<file path="src/common/nfc_pkg.sv">
package nfc_pkg;

  // =====================================================================
  // command codes
  localparam logic [7:0] CMD_READ_SETUP   = 8'h00;
  localparam logic [7:0] CMD_READ_START   = 8'h30;
  localparam logic [7:0] CMD_COL_OUT      = 8'h05;
  localparam logic [7:0] CMD_COL_OUT_GO   = 8'hE0;
  localparam logic [7:0] CMD_CACHE_NEXT   = 8'h31;
  localparam logic [7:0] CMD_CACHE_LAST   = 8'h3F;
  localparam logic [7:0] CMD_PROG_SETUP   = 8'h80;
  localparam logic [7:0] CMD_PROG_START   = 8'h10;
  localparam logic [7:0] CMD_COL_IN       = 8'h85;
  localparam logic [7:0] CMD_CACHE_PROG   = 8'h15;
  localparam logic [7:0] CMD_COPY_READ    = 8'h3A;
  localparam logic [7:0] CMD_COPY_PROG    = 8'h8C;
  localparam logic [7:0] CMD_ERASE_SETUP  = 8'h60;
  localparam logic [7:0] CMD_ERASE_START  = 8'hD0;
  localparam logic [7:0] CMD_ID_READ      = 8'h90;
  localparam logic [7:0] CMD_STATUS       = 8'h70;
  localparam logic [7:0] CMD_RESET        = 8'hFF;

  // =====================================================================
  // timing, in 40 ns cycles at 25 MHz
  localparam int CLK_NS          = 40;
  localparam int STROBE_LOW_NS   = 12;
  localparam int STROBE_HIGH_NS  = 30;
  localparam int WB_NS           = 100;
  localparam int STROBE_LOW_CYC  = (STROBE_LOW_NS + CLK_NS - 1) / CLK_NS;
  localparam int STROBE_HIGH_CYC = (STROBE_HIGH_NS + CLK_NS - 1) / CLK_NS;
  localparam int WB_CYC          = (WB_NS + CLK_NS - 1) / CLK_NS + 1;
  localparam int RB_SETTLE_CYC   = 4;
  localparam logic [7:0] CNT_RESET = 8'h00;

  // =====================================================================
  // fifo geometry
  localparam int FIFO_W = 8;
  localparam int FIFO_D = 32;

  // =====================================================================
  // request kinds
  typedef enum logic [2:0] {
    NFC_OP_CMD  = 3'b000,
    NFC_OP_ADDR = 3'b001,
    NFC_OP_WR   = 3'b010,
    NFC_OP_RD   = 3'b011,
    NFC_OP_WAIT = 3'b100
  } nfc_op_e;

  typedef struct packed {
    nfc_op_e    op;
    logic [7:0] data;
  } nfc_req_s;

  typedef struct packed {
    logic       cmd_latch;
    logic       addr_latch;
    logic       chip_sel_n;
    logic       write_strobe_n;
    logic       output_strobe_n;
    logic       write_protect_n;
  } nfc_pins_s;

endpackage

</file>
<file path="src/design/nfc_host.sv">
`timescale 1ns/1ps
module nfc_host
  import nfc_pkg::*;
(
  input  wire logic                i_core_clk,     // 25 MHz clock
  input  wire logic                i_srst,         // sync reset, active high
  input  wire nfc_pkg::nfc_req_s   i_req,          // request word
  input  wire logic                i_req_valid,    // request offered
  output logic                     o_req_ready,    // request taken
  input  wire logic                i_wp_release,   // allow program and erase
  output logic [7:0]               o_rd_data,      // byte read from device
  output logic                     o_rd_valid,     // read byte available
  input  wire logic                i_rd_ready,     // consumer takes read byte
  output logic                     o_busy,         // sequence in progress
  output logic                     o_illegal,      // refused command pulse
  output nfc_pkg::nfc_pins_s       o_pins,         // control pins
  output logic [7:0]               o_io_out,       // io drive value
  output logic                     o_io_oe,        // io drive enable
  input  wire logic [7:0]          i_io_in,        // io pin level
  input  wire logic                i_ready_busy_n  // device ready, open drain
);
  import nfc_pkg::*;

  // =====================================================================
  // pin synchronisers
  logic       rb_s1_reg, rb_s2_reg;
  logic [7:0] io_s1_reg, io_s2_reg;
  always_ff @(posedge i_core_clk) begin
    if (i_srst) begin
      rb_s1_reg <= 1'b0;
      rb_s2_reg <= 1'b0;
      io_s1_reg <= 8'h00;
      io_s2_reg <= 8'h00;
    end else begin
      rb_s1_reg <= i_ready_busy_n;
      rb_s2_reg <= rb_s1_reg;
      io_s1_reg <= i_io_in;
      io_s2_reg <= io_s1_reg;
    end
  end

  // =====================================================================
  // read fifo: a stalled consumer stalls read cycles
  logic       rf_in_valid, rf_in_ready;
  logic [7:0] rf_in_data;
  nfc_fifo #(.W(FIFO_W), .D(FIFO_D)) nfc_fifo_inst (
    .i_core_clk  (i_core_clk),
    .i_srst      (i_srst),
    .i_in_valid  (rf_in_valid),
    .i_in_data   (rf_in_data),
    .o_in_ready  (rf_in_ready),
    .o_out_valid (o_rd_valid),
    .i_out_ready (i_rd_ready),
    .o_out_data  (o_rd_data)
  );

  // =====================================================================
  // cycle engine
  typedef enum logic [2:0] {
    ST_IDLE  = 3'b000,
    ST_LOW   = 3'b001,
    ST_HIGH  = 3'b010,
    ST_WB    = 3'b011,
    ST_WAIT  = 3'b100,
    ST_SETTL = 3'b101
  } nfc_st_e;

  nfc_st_e    st_reg, st_next;
  nfc_req_s   cur_reg, cur_next;
  nfc_pins_s  pins_reg, pins_next;
  logic [7:0] io_reg, io_next;
  logic       oe_reg, oe_next;
  logic [7:0] cnt_reg, cnt_next;
  logic       ill_reg, ill_next;
  logic       dev_busy, take, cmd_ok, is_wr_op, is_prog_cmd;

  assign dev_busy    = !rb_s2_reg;
  assign is_prog_cmd = (i_req.data == CMD_PROG_SETUP) || (i_req.data == CMD_COPY_PROG)
                    || (i_req.data == CMD_ERASE_SETUP);
  // busy device only hears status and reset
  assign cmd_ok = !dev_busy || (i_req.data == CMD_STATUS) || (i_req.data == CMD_RESET);
  assign take   = (st_reg == ST_IDLE) && i_req_valid
               && !(i_req.op == NFC_OP_RD && !rf_in_ready)
               && !(i_req.op != NFC_OP_CMD && i_req.op != NFC_OP_WAIT && dev_busy);
  assign o_req_ready = take;
  assign o_busy      = (st_reg != ST_IDLE);
  assign o_illegal   = ill_reg;
  assign o_pins      = pins_reg;
  assign o_io_out    = io_reg;
  assign o_io_oe     = oe_reg;
  assign is_wr_op    = (cur_reg.op != NFC_OP_RD);
  // sample once the strobe has risen again: the two-stage sync then holds the byte
  // driven at the falling strobe; relies on the device keeping its drivers on (edo)
  assign rf_in_valid = (st_reg == ST_SETTL) && !is_wr_op && (cnt_reg == CNT_RESET);
  assign rf_in_data  = io_s2_reg;

  always_comb begin
    st_next   = st_reg;
    cur_next  = cur_reg;
    pins_next = pins_reg;
    io_next   = io_reg;
    oe_next   = oe_reg;
    cnt_next  = (cnt_reg != CNT_RESET) ? cnt_reg - 8'h01 : CNT_RESET;
    ill_next  = 1'b0;
    pins_next.write_protect_n = i_wp_release;
    case (st_reg)
      ST_IDLE: begin
        // strobes parked high between cycles and while busy
        pins_next.write_strobe_n  = 1'b1;
        pins_next.output_strobe_n = 1'b1;
        if (take) begin
          cur_next = i_req;
          if (i_req.op == NFC_OP_CMD && (!cmd_ok || (is_prog_cmd && !i_wp_release))) begin
            ill_next = 1'b1;
          end else if (i_req.op == NFC_OP_WAIT) begin
            cnt_next = 8'(WB_CYC);
            st_next  = ST_WB;
          end else begin
            pins_next.chip_sel_n = 1'b0;
            pins_next.cmd_latch  = (i_req.op == NFC_OP_CMD);
            pins_next.addr_latch = (i_req.op == NFC_OP_ADDR);
            io_next  = i_req.data;
            oe_next  = (i_req.op != NFC_OP_RD);
            cnt_next = 8'(STROBE_HIGH_CYC);
            st_next  = ST_LOW;
          end
        end
      end
      ST_LOW: begin
        // latch levels settled two cycles before the falling strobe
        if (cnt_reg == CNT_RESET) begin
          pins_next.write_strobe_n  = !is_wr_op;
          pins_next.output_strobe_n = is_wr_op;
          cnt_next = 8'(STROBE_LOW_CYC);
          st_next  = ST_HIGH;
        end
      end
      ST_HIGH: begin
        if (cnt_reg == CNT_RESET) begin
          // rising write edge latches the cycle; each data byte steps the column
          pins_next.write_strobe_n  = 1'b1;
          pins_next.output_strobe_n = 1'b1;
          cnt_next = 8'(STROBE_HIGH_CYC);
          st_next  = ST_SETTL;
        end
      end
      ST_SETTL: begin
        if (cnt_reg == CNT_RESET) begin
          pins_next.cmd_latch  = 1'b0;
          pins_next.addr_latch = 1'b0;
          oe_next = 1'b0;
          // commands that start array work need the busy window
          if (cur_reg.op == NFC_OP_CMD && (cur_reg.data == CMD_READ_START
              || cur_reg.data == CMD_CACHE_NEXT || cur_reg.data == CMD_CACHE_LAST
              || cur_reg.data == CMD_PROG_START || cur_reg.data == CMD_CACHE_PROG
              || cur_reg.data == CMD_COPY_READ || cur_reg.data == CMD_ERASE_START
              || cur_reg.data == CMD_COL_OUT_GO || cur_reg.data == CMD_RESET)) begin
            cnt_next = 8'(WB_CYC);
            st_next  = ST_WB;
          end else begin
            st_next = ST_IDLE;
          end
        end
      end
      ST_WB: begin
        if (cnt_reg == CNT_RESET) begin
          st_next = ST_WAIT;
        end
      end
      ST_WAIT: begin
        // busy covers array load, cache transfer and program-verify loops
        if (!dev_busy) begin
          cnt_next = 8'(RB_SETTLE_CYC);
          st_next  = ST_SETTL;
          cur_next.op = NFC_OP_WAIT;
        end
      end
      default: begin
        st_next = ST_IDLE;
      end
    endcase
  end

  always_ff @(posedge i_core_clk) begin
    if (i_srst) begin
      st_reg   <= ST_IDLE;
      cur_reg  <= '0;
      pins_reg <= '{cmd_latch: 1'b0, addr_latch: 1'b0, chip_sel_n: 1'b1,
                    write_strobe_n: 1'b1, output_strobe_n: 1'b1, write_protect_n: 1'b0};
      io_reg   <= 8'h00;
      oe_reg   <= 1'b0;
      cnt_reg  <= CNT_RESET;
      ill_reg  <= 1'b0;
    end else begin
      st_reg   <= st_next;
      cur_reg  <= cur_next;
      pins_reg <= pins_next;
      io_reg   <= io_next;
      oe_reg   <= oe_next;
      cnt_reg  <= cnt_next;
      ill_reg  <= ill_next;
    end
  end

  // =====================================================================
  // checks
  a_cycle_select: assert property (@(posedge i_core_clk) disable iff (i_srst)
    $rose(pins_reg.write_strobe_n) |-> !pins_reg.chip_sel_n && pins_reg.output_strobe_n
      && !(pins_reg.cmd_latch && pins_reg.addr_latch)) else $error("bad latch at strobe");
  a_wp_follow: assert property (@(posedge i_core_clk) disable iff (i_srst)
    ##1 pins_reg.write_protect_n == $past(i_wp_release)) else $error("wp not following");
  a_busy_strobes: assert property (@(posedge i_core_clk) disable iff (i_srst)
    st_reg == ST_WAIT |-> pins_reg.write_strobe_n && pins_reg.output_strobe_n)
    else $error("strobe moved while busy");
  a_busy_cmd: assert property (@(posedge i_core_clk) disable iff (i_srst)
    take && i_req.op == NFC_OP_CMD && dev_busy && i_req.data != CMD_STATUS
      && i_req.data != CMD_RESET |=> ill_reg) else $error("busy command not refused");
  a_start_wait: assert property (@(posedge i_core_clk) disable iff (i_srst)
    st_reg == ST_SETTL && cnt_reg == CNT_RESET && cur_reg.op == NFC_OP_CMD
      && cur_reg.data == CMD_READ_START |=> st_reg == ST_WB) else $error("no busy wait");
  a_read_oe: assert property (@(posedge i_core_clk) disable iff (i_srst)
    !pins_reg.output_strobe_n |-> !oe_reg) else $error("host drives io on read");
  a_strobe_width: assert property (@(posedge i_core_clk) disable iff (i_srst)
    $fell(pins_reg.write_strobe_n) |=> !pins_reg.write_strobe_n) else $error("short pulse");
  a_settle_wait: assert property (@(posedge i_core_clk) disable iff (i_srst)
    st_reg == ST_WAIT && !dev_busy |=> st_reg == ST_SETTL ##1 st_reg == ST_SETTL)
    else $error("no settle after ready");

  c_cmd_cycle: cover property (@(posedge i_core_clk) take && i_req.op == NFC_OP_CMD);
  c_read_byte: cover property (@(posedge i_core_clk) rf_in_valid && rf_in_ready);
  c_busy_wait: cover property (@(posedge i_core_clk) st_reg == ST_WAIT ##1 !dev_busy);
  c_refused:   cover property (@(posedge i_core_clk) ill_reg);
endmodule

</file>
<file path="src/design/nfc_fifo.sv">
`timescale 1ns/1ps
module nfc_fifo #(
  parameter int W = 8,
  parameter int D = 32
) (
  input  wire logic         i_core_clk,  // clock
  input  wire logic         i_srst,      // sync reset
  input  wire logic         i_in_valid,  // write request
  output logic              o_in_ready,  // space available
  input  wire logic [W-1:0] i_in_data,   // write data
  output logic              o_out_valid, // data available
  input  wire logic         i_out_ready, // consumer takes word
  output logic [W-1:0]      o_out_data   // head word
);
  localparam int AW = $clog2(D);
  logic [W-1:0]  mem_reg [D];
  logic [AW-1:0] wp_reg, wp_next, rp_reg, rp_next;
  logic [AW:0]   cnt_reg, cnt_next;
  logic          push, pop;

  assign o_in_ready  = (cnt_reg != D[AW:0]);
  assign o_out_valid = (cnt_reg != '0);
  assign o_out_data  = mem_reg[rp_reg];
  assign push        = i_in_valid && o_in_ready;
  assign pop         = o_out_valid && i_out_ready;

  always_comb begin
    wp_next  = push ? wp_reg + 1'b1 : wp_reg;
    rp_next  = pop ? rp_reg + 1'b1 : rp_reg;
    cnt_next = cnt_reg + {{AW{1'b0}}, push} - {{AW{1'b0}}, pop};
  end

  always_ff @(posedge i_core_clk) begin
    if (i_srst) begin
      wp_reg  <= '0;
      rp_reg  <= '0;
      cnt_reg <= '0;
    end else begin
      wp_reg  <= wp_next;
      rp_reg  <= rp_next;
      cnt_reg <= cnt_next;
    end
    if (push) begin
      mem_reg[wp_reg] <= i_in_data;
    end
  end

  a_fifo_no_overflow: assert property (@(posedge i_core_clk) disable iff (i_srst)
    cnt_reg <= D[AW:0]) else $error("fifo count above depth");
endmodule

</file>
<file path="config.mk">
export PLATFORM = sky130hd
export DESIGN_NAME = nfc_host
export DESIGN_NICKNAME = d
export VERILOG_FILES = /design/src/common/nfc_pkg.sv /design/src/design/nfc_host.sv /design/src/design/nfc_fifo.sv
export SDC_FILE = /design/constraint.sdc
export NUM_CORES = 1
export LEC_CHECK = 0
export ABC_AREA = 1
export BUFFER_PORTS_ARGS = -buffer_cell sky130_fd_sc_hd__buf_2
export CAP_MARGIN = 20
export CORE_AREA = 2 2 163 165
export DETAILED_ROUTE_END_ITERATION = 8
export DIE_AREA = 0 0 165 167
export GPL_TIMING_DRIVEN = 0
export PLACE_DENSITY_LB_ADDON = 0.05
export SYNTH_ARGS = -nofsm -noshare
export SYNTH_HDL_FRONTEND = slang
export SYNTH_SLANG_ARGS = --single-unit
</file>
<file path="constraint.sdc">
create_clock -name i_core_clk -period 3 [get_ports i_core_clk]
set_input_delay 0.6 -clock i_core_clk [delete_from_list [all_inputs] [get_ports i_core_clk]]
set_output_delay 0.6 -clock i_core_clk [all_outputs]
set_load 0.01 [all_outputs]
</file>
# After elaboration in Yosys (flattened, before gate mapping)
# Memory sizes are Yosys's and may differ from the RTL's. A register that Yosys moved wholly into a read port is not among the register bits.
# Cells that the tools add are included.
# totals
reg_bits	72
word_cells	156
ramBits	256
mem_bits_ro	0
latch_bits	0
output_inout_bits	27
n_memories	1
in_bits	25
# memory_table
name	depth	word_bits	read_ports	rd_clocked_by_memory_dff	wr	line	source
nfc_fifo_inst.mem_reg	32	8	1	1	1	nfc_fifo.sv:16	logic [W-1:0] mem_reg [D];
# classes
shift	0
addsub	5
mux	40
n_div	0
eq_ne	34
n_bitwise	4
n_mul	0
magnitude_cmp	0
reduce_logical	52
# ops
op	count
8-bit two-way mux	7
8-bit == test, second input constant	6
3-bit two-way mux	12
8-bit by 6-bit == test with 1-bit output, second input constant	4
8-bit one-hot mux with 4 select lines	1
3-bit one-hot mux with 6 select lines	1
8-bit by 5-bit == test with 1-bit output, second input constant	2
8-bit by 7-bit == test with 1-bit output, second input constant	2
2-bit != test, second input constant	7
1-bit logical AND	13
1-bit logical OR	13
11-bit two-way mux	1
5-bit by 1-bit adder with 5-bit output, second input constant	2
2-bit two-way mux	5
5-bit two-way mux	2
3-bit by 2-bit == test with 1-bit output, second input constant	3
3-bit == test, second input constant	3
3-bit zero test	3
3-bit nonzero test	3
8-bit zero test	1
8-bit nonzero test	1
8-bit by 1-bit subtractor with 8-bit output, second input constant	1
1-bit zero test	7
1-bit two-way mux	7
other kinds (21)	28

# Longest topological paths before layout
# Gate-level depths: netlist (run 1).
# logic_depth
depth_word	13
depth_mapped	17

# By module
# Synthesis (run 1) repeated with hierarchy kept, for this count alone.
# hier_totals
hier_cells	1368
area_unflattened_um2	13962.1
# modules_own_cells
mod	n_inst	area_per_inst_um2	seq_area_each_um2	cells_per_inst
nfc_fifo	1	11503.5	8107.8	1031
nfc_host	1	2458.6	1121.1	337

# Worst setup path before layout (run 1)
# No wires, ideal clock.
# synth_timing
path_type	register to register
start	register nfc_fifo_inst.cnt_reg[2]
end	register nfc_fifo_inst.cnt_reg[4]
synth_period_minus_slack_ns	2.447
stages_incl_launch_ff	17
setup_ns	0.125
slack_ns	0.553
arrival_ns	2.322
cell_sequence	dfxtp_1 > inv_1 > ha_1 > nand2_1 > nor2_1 > nand2_1 > nand2_1 > inv_1 > ha_1 > inv_1 > ha_1 > inv_1 > fa_1 > nor3_1 > a211oi_1 > o21ai_0 > a21oi_1
# synth_lines
element	line	source
start, declared	nfc_fifo.sv:18	logic [AW:0] cnt_reg, cnt_next;
start signal, assigned	nfc_fifo.sv:41	cnt_reg <= cnt_next;
6-bit nonzero test	nfc_fifo.sv:22	assign o_out_valid = (cnt_reg != '0);
via o_rd_valid	nfc_host.sv:12	output logic o_rd_valid,
1-bit logical AND	nfc_fifo.sv:25	assign pop = o_out_valid && i_out_ready;
via nfc_fifo_inst.pop	nfc_fifo.sv:19	logic push, pop;
6-bit by 1-bit subtractor with 6-bit output	nfc_fifo.sv:30	cnt_next = cnt_reg + {{AW{1'b0}}, push} - {{AW{1'b0}}, pop};
# The timed path passes the listed nets, and every way through them passes these cells.
# A chain may end at the register's enable or synchronous reset.

==> summary.txt, run 1 <==
Area share of the leading cell type in the synthesized netlist = 56.72%
GPL Wtd Cong = 0.8742
Layout area overhead = 18.58%
Synth area leaders = edfxtp_1 (57%), dfxtp_1 (11%), nor2_1 (6.5%)
CTS clk-pin slew, worst paths = 0.06 ns
Placed instance count = 1594
Max reg flops = 256
Crit-path max FO = 10
Vias in the first global route = 9139
Cell Area, Synth = 0.01355 mm²
Detailed-placement wirelength estimate = 23610 µm
Die Y = 167 µm
Grt total ovfl = 0
Warnings from Yosys = 0
Count of final setup violators = 0
CTS hold repair buffers = 0
Clk root buf = clkbuf_16
Core ar. = 0.02576 mm²
ANT cells = 0
Setup TNS = 0 ns
Worst skew pair latency = 0.52 ns
Tot Pwr = 0.01304 W
WL final = 35560 µm
VDD IR max = 0.0005961 V
Period utilisation layout = 98.83%
# clock sinks = 333
Status = complete, no violations
First-pass GRT wire length = 53810 µm
DRT iter0 DRCs = 1041
Rows = 59
Final nets = 1342
First-pass detailed-route iteration total = 7
Non-Filler Instances = 1664
Via count = 9588
Largest area contributor in the netlist = edfxtp_1
Register area share after synthesis = 68.09%
Die ar. = 0.02756 mm²
Num CTS Buffers = 37
CP endpoint kind = output port
Cell Pwr Density = 811.1 mW/mm²
Number of synthesized register bits = 333
Clock Skew = 0.01455 ns
WS Path Type = reg2out
Share of cells above drive strength 1 = 18.28%
RSZ-0062 raised after global routing = yes
Startpoint Class = register
CTS HTree Levels = 2
Initial Util = 52.61%
Via density per instance = 5.762
Post-layout min period = 2.965 ns
Synth Instances = 1202
Highest clock rate = 337.3 MHz
Initial antenna violation count = 0
Routed WL per cell = 21.37 µm
Maximum capacitance violations = 0
Final WS setup = 0.03496 ns
Hold Crit Class = in2reg
Fin. Hold Viols = 0
CTS tree = built
Slew HR = 31.61%
Pins over their slew limit = 0
IO Port Bufs = 51
DRC violations left = 0
Post-synth cell types = 40
Final ANT Viol Nets = 0
Largest net degree at the start of global routing = 33
Bufs on Longest Clock Path = 3
Die width = 165 µm
Syn nets = 1244
Num ports = 52
Required @ worst endpoint = 2.40 ns
Worst slew pin tran = 1.024 ns
Pleak = 5.843 nW
Setup WS pre-CTS = 0.004383 ns
Crit path DAT = 2.37 ns
Gr usage total = 26.18%
Mapped Avg Cell Area = 11.28 µm²
==> power breakdown <==
group | leakage (nW) | internal, W | total, W | switching [W]
clock | 0.596 | 0.00275 | 0.00455 | 0.00180
combinational | 2.26 | 0.00115 | 0.00321 | 0.00206
sequential | 2.99 | 0.00513 | 0.00528 | 0.000150
total | 5.84 | 0.00903 | 0.0130 | 0.00401
==> layout make-up <==
class / count / area (µm²)
Inverter: 92 / 352.8
Sequential cell: 333 / 9233
Tap cell: 335 / 419.2
Clock buffer: 50 / 1027
Timing Repair Buffer: 61 / 473.0
Multi-Input combinational cell: 717 / 3920
Buffer: 58 / 454.2
Clock inverter: 18 / 193.9
Fill cell: 2003 / 9691
==> timing repair <==
action / in CTS / in global routing
cloned: 0 / 1
endpoints found under the setup margin: 8 / 115
pin swaps: 4 / 22
gates resized for setup: 71 / 86
setup buffers: 0 / 1
==> layout by cell type, fill, tap and decap left out, types with 8 or more instances in the layout <==
| cell type | count |
|---|---|
| o221ai_1 | 38 |
| a21oi_1 | 36 |
| nor2_2 | 15 |
| clkbuf_16 | 40 |
| o21ai_0 | 154 |
| clkbuf_1 | 16 |
| o221ai_2 | 18 |
| inv_1 | 84 |
| buf_2 | 60 |
| nor2_1 | 219 |
| clkbuf_2 | 16 |
| edfxtp_1 | 256 |
| ha_1 | 16 |
| clkbuf_4 | 9 |
| dfxtp_1 | 74 |
| nand3_1 | 57 |
| nand2_1 | 75 |
| o21ai_1 | 12 |
| buf_6 | 8 |
==> final timing paths <==
kind,from,end,slack (ns),depth (start not counted)
setup / recovery,register,o_rd_data[2],0.03,11
hold / removal,i_io_in[0],io_s1_reg[0],0.28,3
setup reg to reg,cnt_reg[0],nfc_fifo_inst.mem_reg[30][2],0.11,8
hold reg to reg,io_s1_reg[1],io_s2_reg[1],0.40,2
==> per-stage QoR <==
| step | util [%] | hold slack [ns] | cell area (µm²) |
|---|---|---|---|
| floorplan | - | 0.3883 | 13550 |
| global placement | 55.23 | 0.3906 | 14230 |
| global route | 62.39 | 0.2592 | 16070 |
| CTS | 61.13 | 0.2636 | 15750 |
| finish | 62.39 | 0.2753 | 16070 |
| detailed placement | 55.75 | 0.3952 | 14360 |
==> worst max-delay path: stages (launching register included) <==
cell and delay (ns):
dfxtp_2 0.38, buf_6 0.16, inv_4 0.06, clkbuf_16 0.16
buf_12 0.14, o21ai_0 0.20, o221ai_2 0.14, nand3_1 0.13
nand2_2 0.09, nor2_1 0.16, a21oi_1 0.07, buf_2 0.15
==> per-layer routing <==
metal | share of wire (%) | track usage [%] | vias to the layer above | wire length, µm
met5 | 0 | 0 | - | 0
met4 | 2.7 | 8.922 | 0 | 967
met3 | 7.8 | 4.608 | 70 | 2757
met2 | 47 | 41.67 | 419 | 16830
met1 | 42 | 36.46 | 4608 | 15010
li1 | - | - | 4491 | -
==> synth_stat cells, drive strengths merged <==
| library cell | count |
|---|---|
| buf | 26 |
| nand2 | 85 |
| xnor2 | 1 |
| nand3 | 59 |
| xor2 | 6 |
| a211oi | 1 |
| a21boi | 1 |
| inv | 89 |
| a21oi | 40 |
| fa | 1 |
| o221ai | 56 |
| a221oi | 1 |
| a22oi | 1 |
| and2 | 1 |
| or2 | 3 |
| o22ai | 8 |
| nand4 | 7 |
| edfxtp | 256 |
| dfxtp | 77 |
| clkbuf | 34 |
| nor3 | 9 |
| ha | 16 |
| o21ai | 173 |
| nor2 | 238 |
| o21a | 5 |
| clkinv | 3 |
| a31oi | 5 |
==> kinds of logic after synthesis <==
logic type / synth area share (%)
AOI/OAI and AO/OA: 12.70
buffers and inverters: 4.486
DFF: 68.09
xor gates and xnor gates: 0.4523
adders and majority gates: 1.625
and+or+nand+nor: 12.65
Note: power is estimated with default switching activity, not from simulation.
==> inputs of run 2 (changes only) <==
--- a/config.mk
+++ b/config.mk
@@ -6,11 +6,12 @@
 export NUM_CORES = 1
 export LEC_CHECK = 0
 export ABC_AREA = 1
-export BUFFER_PORTS_ARGS = -buffer_cell sky130_fd_sc_hd__buf_2
+export ABC_CLOCK_PERIOD_IN_PS = 3000
 export CAP_MARGIN = 20
 export CORE_AREA = 2 2 163 165
 export DETAILED_ROUTE_END_ITERATION = 8
 export DIE_AREA = 0 0 165 167
+export DONT_BUFFER_PORTS = 1
 export GPL_TIMING_DRIVEN = 0
 export PLACE_DENSITY_LB_ADDON = 0.05
 export SYNTH_ARGS = -nofsm -noshare
==> summary.txt, run 2 (synthesis results as in run 1) <==
Status = complete, no violations (unchanged)
VDD IR max = 0.0005134 V (was 0.0005961 V)
Worst R2R End = nfc_fifo_inst.mem_reg[6][6] (was nfc_fifo_inst.mem_reg[30][2])
Core ar. = 0.02576 mm² (unchanged)
Largest net degree at the start of global routing = 33 (unchanged)
CP max stage delay = 0.57 ns (was 0.38 ns)
Post-layout min period = 2.939 ns (was 2.965 ns)
Hold path cells = 2 (was 3)
RR Startpoint = cnt_reg[0] (unchanged)
CTS HTree Levels = 2 (unchanged)
Clk root buf = clkbuf_16 (unchanged)
Slew HR = 27.47% (was 31.61%)
Vias in the first global route = 9307 (was 9139)
Initial antenna violation count = 0 (unchanged)
CTS clk-pin slew, worst paths = 0.06 ns (about the same)
Via count = 9308 (was 9588)
DRT iter0 DRCs = 962 (was 1041)
Die ar. = 0.02756 mm² (unchanged)
Worst path slowest cell = dfxtp_1 (was dfxtp_2)
Die Y = 167 µm (unchanged)
Hold_sp = i_ready_busy_n (was i_io_in[0])
Max reg flops = 256 (unchanged)
Filler instances = 2104 (was 2003)
Final nets = 1289 (was 1342)
CTS hold repair buffers = 0 (unchanged)
Worst skew pair latency = 0.52 ns (about the same)
Crit-path cells = buf_1 -> o221ai_1 -> a31oi_1 -> a21oi_2 (was buf_6 -> inv_4 -> clkbuf_16 -> buf_12 -> o21ai_0 -> o221ai_2 -> nand3_1 -> nand2_2 -> nor2_1 -> a21oi_1 -> buf_2)
Pleak = 5.574 nW (was 5.843 nW)
CTS tree = built (unchanged)
Hold Crit Class = in2reg (unchanged)
Detailed-placement wirelength estimate = 24020 µm (was 23610 µm)
First-pass detailed-route iteration total = 5 (was 7)
Maximum capacitance violations = 0 (unchanged)
Die width = 165 µm (unchanged)
Most frequent cells in the layout = edfxtp_1 (256), nor2_1 (222), o21ai_0 (161) (was edfxtp_1 (256), nor2_1 (219), o21ai_0 (154))
Share of cells above drive strength 1 = 14.70% (was 18.28%)
Clock Skew = 0.01410 ns (was 0.01455 ns)
RSZ-0062 raised after global routing = yes (unchanged)
Reg2reg setup slack = 0.10 ns (was 0.11 ns)
FF+latch area = 0.009230 mm² (was 0.009233 mm²)
WP buf/inv = 1 (was 5)
Bufs on Longest Clock Path = 3 (unchanged)
Fin. Hold Viols = 0 (unchanged)
Final ANT Viol Nets = 0 (unchanged)
Pins over their slew limit = 0 (unchanged)
Setup WS pre-CTS = 0.04233 ns (was 0.004383 ns)
Routed WL per cell = 22.14 µm (was 21.37 µm)
Area of the multi-input gates = 0.003889 mm² (was 0.003920 mm²)
Num ports = 52 (unchanged)
Cell Pwr Density = 810.4 mW/mm² (was 811.1 mW/mm²)
IO Port Bufs = 0 (was 51)
Hold Path Sink = rb_s1_reg (was io_s1_reg[0])
Commonest non-fill, non-tap cell in the layout = edfxtp_1 (unchanged)
Worst slew pin tran = 1.086 ns (was 1.024 ns)
Crit path DAT = 2.34 ns (was 2.37 ns)
Rows = 59 (unchanged)
Final WS setup = 0.06084 ns (was 0.03496 ns)
Crit-path max FO = 10 (unchanged)
Dpl cell area = 0.01415 mm² (was 0.01436 mm²)
Num CTS Buffers = 36 (was 37)
DRC violations left = 0 (unchanged)
Count of final setup violators = 0 (unchanged)
Layout area overhead = 15.39% (was 18.58%)
Initial Util = 52.61% (unchanged)
Gr usage total = 26.25% (was 26.18%)
First-pass GRT wire length = 53810 µm (about the same)
Worst path top cell family by delay = compound AO/OA/AOI/OAI gates (was buffers and inverters)
Period utilisation layout = 97.97% (was 98.83%)
WS Path Type = reg2out (unchanged)
Post-CTS setup repair buffer count = 0 (unchanged)
CP endpoint kind = output port (unchanged)
Cell area after layout = 0.01564 mm² (was 0.01607 mm²)
# clock sinks = 333 (unchanged)
Worst r2r path cells = 8 (unchanged)
GPL Wtd Cong = 0.8944 (was 0.8742)
Via density per instance = 5.792 (was 5.762)
Highest clock rate = 340.2 MHz (was 337.3 MHz)
Startpoint Class = register (unchanged)
WL final = 35580 µm (was 35560 µm)
Grt total ovfl = 0 (unchanged)
ANT cells = 0 (unchanged)
Required @ worst endpoint = 2.40 ns (about the same)
==> run 2: cell count changes in the layout (fill, tap and decap cells not counted), moves of 4 or more <==
cell,previous run,this run
buf_12,4,0
buf_2,60,12
clkbuf_1,16,11
clkbuf_2,16,21
clkbuf_4,9,5
clkbuf_8,2,8
clkinv_1,7,2
o21ai_0,154,161
o21ai_1,12,7
==> run 2: layout make-up <==
| cell class | instances | share of cell area (%) |
|---|---|---|
| timing repair buffer | 9 | 1.296 |
| sequential | 333 | 59.02 |
| inverter | 92 | 2.240 |
| multi-input combinational | 717 | 24.86 |
| tap | 335 | 2.680 |
| clock inverter | 12 | 0.7520 |
| buffer | 58 | 2.376 |
| clock buffer | 51 | 6.776 |
==> run 2: how the worst max path moves through the flow <==
stage / endpoint / cells past startpoint / startpoint
2_1_floorplan: nfc_fifo_inst.cnt_reg[4] / 16 / nfc_fifo_inst.cnt_reg[2]
6_report: o_rd_data[2] / 4 / register
3_3_place_gp: nfc_fifo_inst.mem_reg[19][6] / 8 / cnt_reg[0]
4_1_cts: o_rd_data[6] / 10 / register
5_1_grt: nfc_fifo_inst.mem_reg[6][1] / 8 / cnt_reg[0]
3_5_place_dp: o_rd_data[3] / 7 / register
==> run 2: report_power, final <==
group	switching [W]	leakage (nW)	internal (W)
sequential	0.000173	2.99	0.00513
clock	0.00175	0.592	0.00263
combinational	0.00199	2.00	0.000996
==> run 2: what timing repair did <==
| item | 4_1_cts | 5_1_grt |
|---|---|---|
| setup endpoints to repair | 8 | 130 |
| gates resized for setup | 65 | 54 |
| pin swaps | 2 | 7 |
==> run 2: metal layers <==
metal | global-route usage [%] | wire length [µm] | vias to the layer above
li1 | - | - | 4376
met1 | 35.23 | 14920 | 4497
met2 | 42.03 | 16990 | 363
met3 | 5.953 | 2691 | 72
met4 | 9.376 | 981 | 0
met5 | 0 | 0 | -
==> run 2: metrics by stage <==
step                      hold WS (ns)  TNS [ns]  power, W  util [%]  instances
after detailed placement        0.3937         0  0.008157     54.92       1545
after CTS                       0.1651         0   0.01263     60.09       1606
after global placement          0.3919  -0.05365  0.008086     54.24       1537
after floorplan                 0.3883         0  0.007311         -       1202
after global routing            0.1721    -3.570   0.01324     60.71       1607
final                           0.1816         0   0.01267     60.71       1607
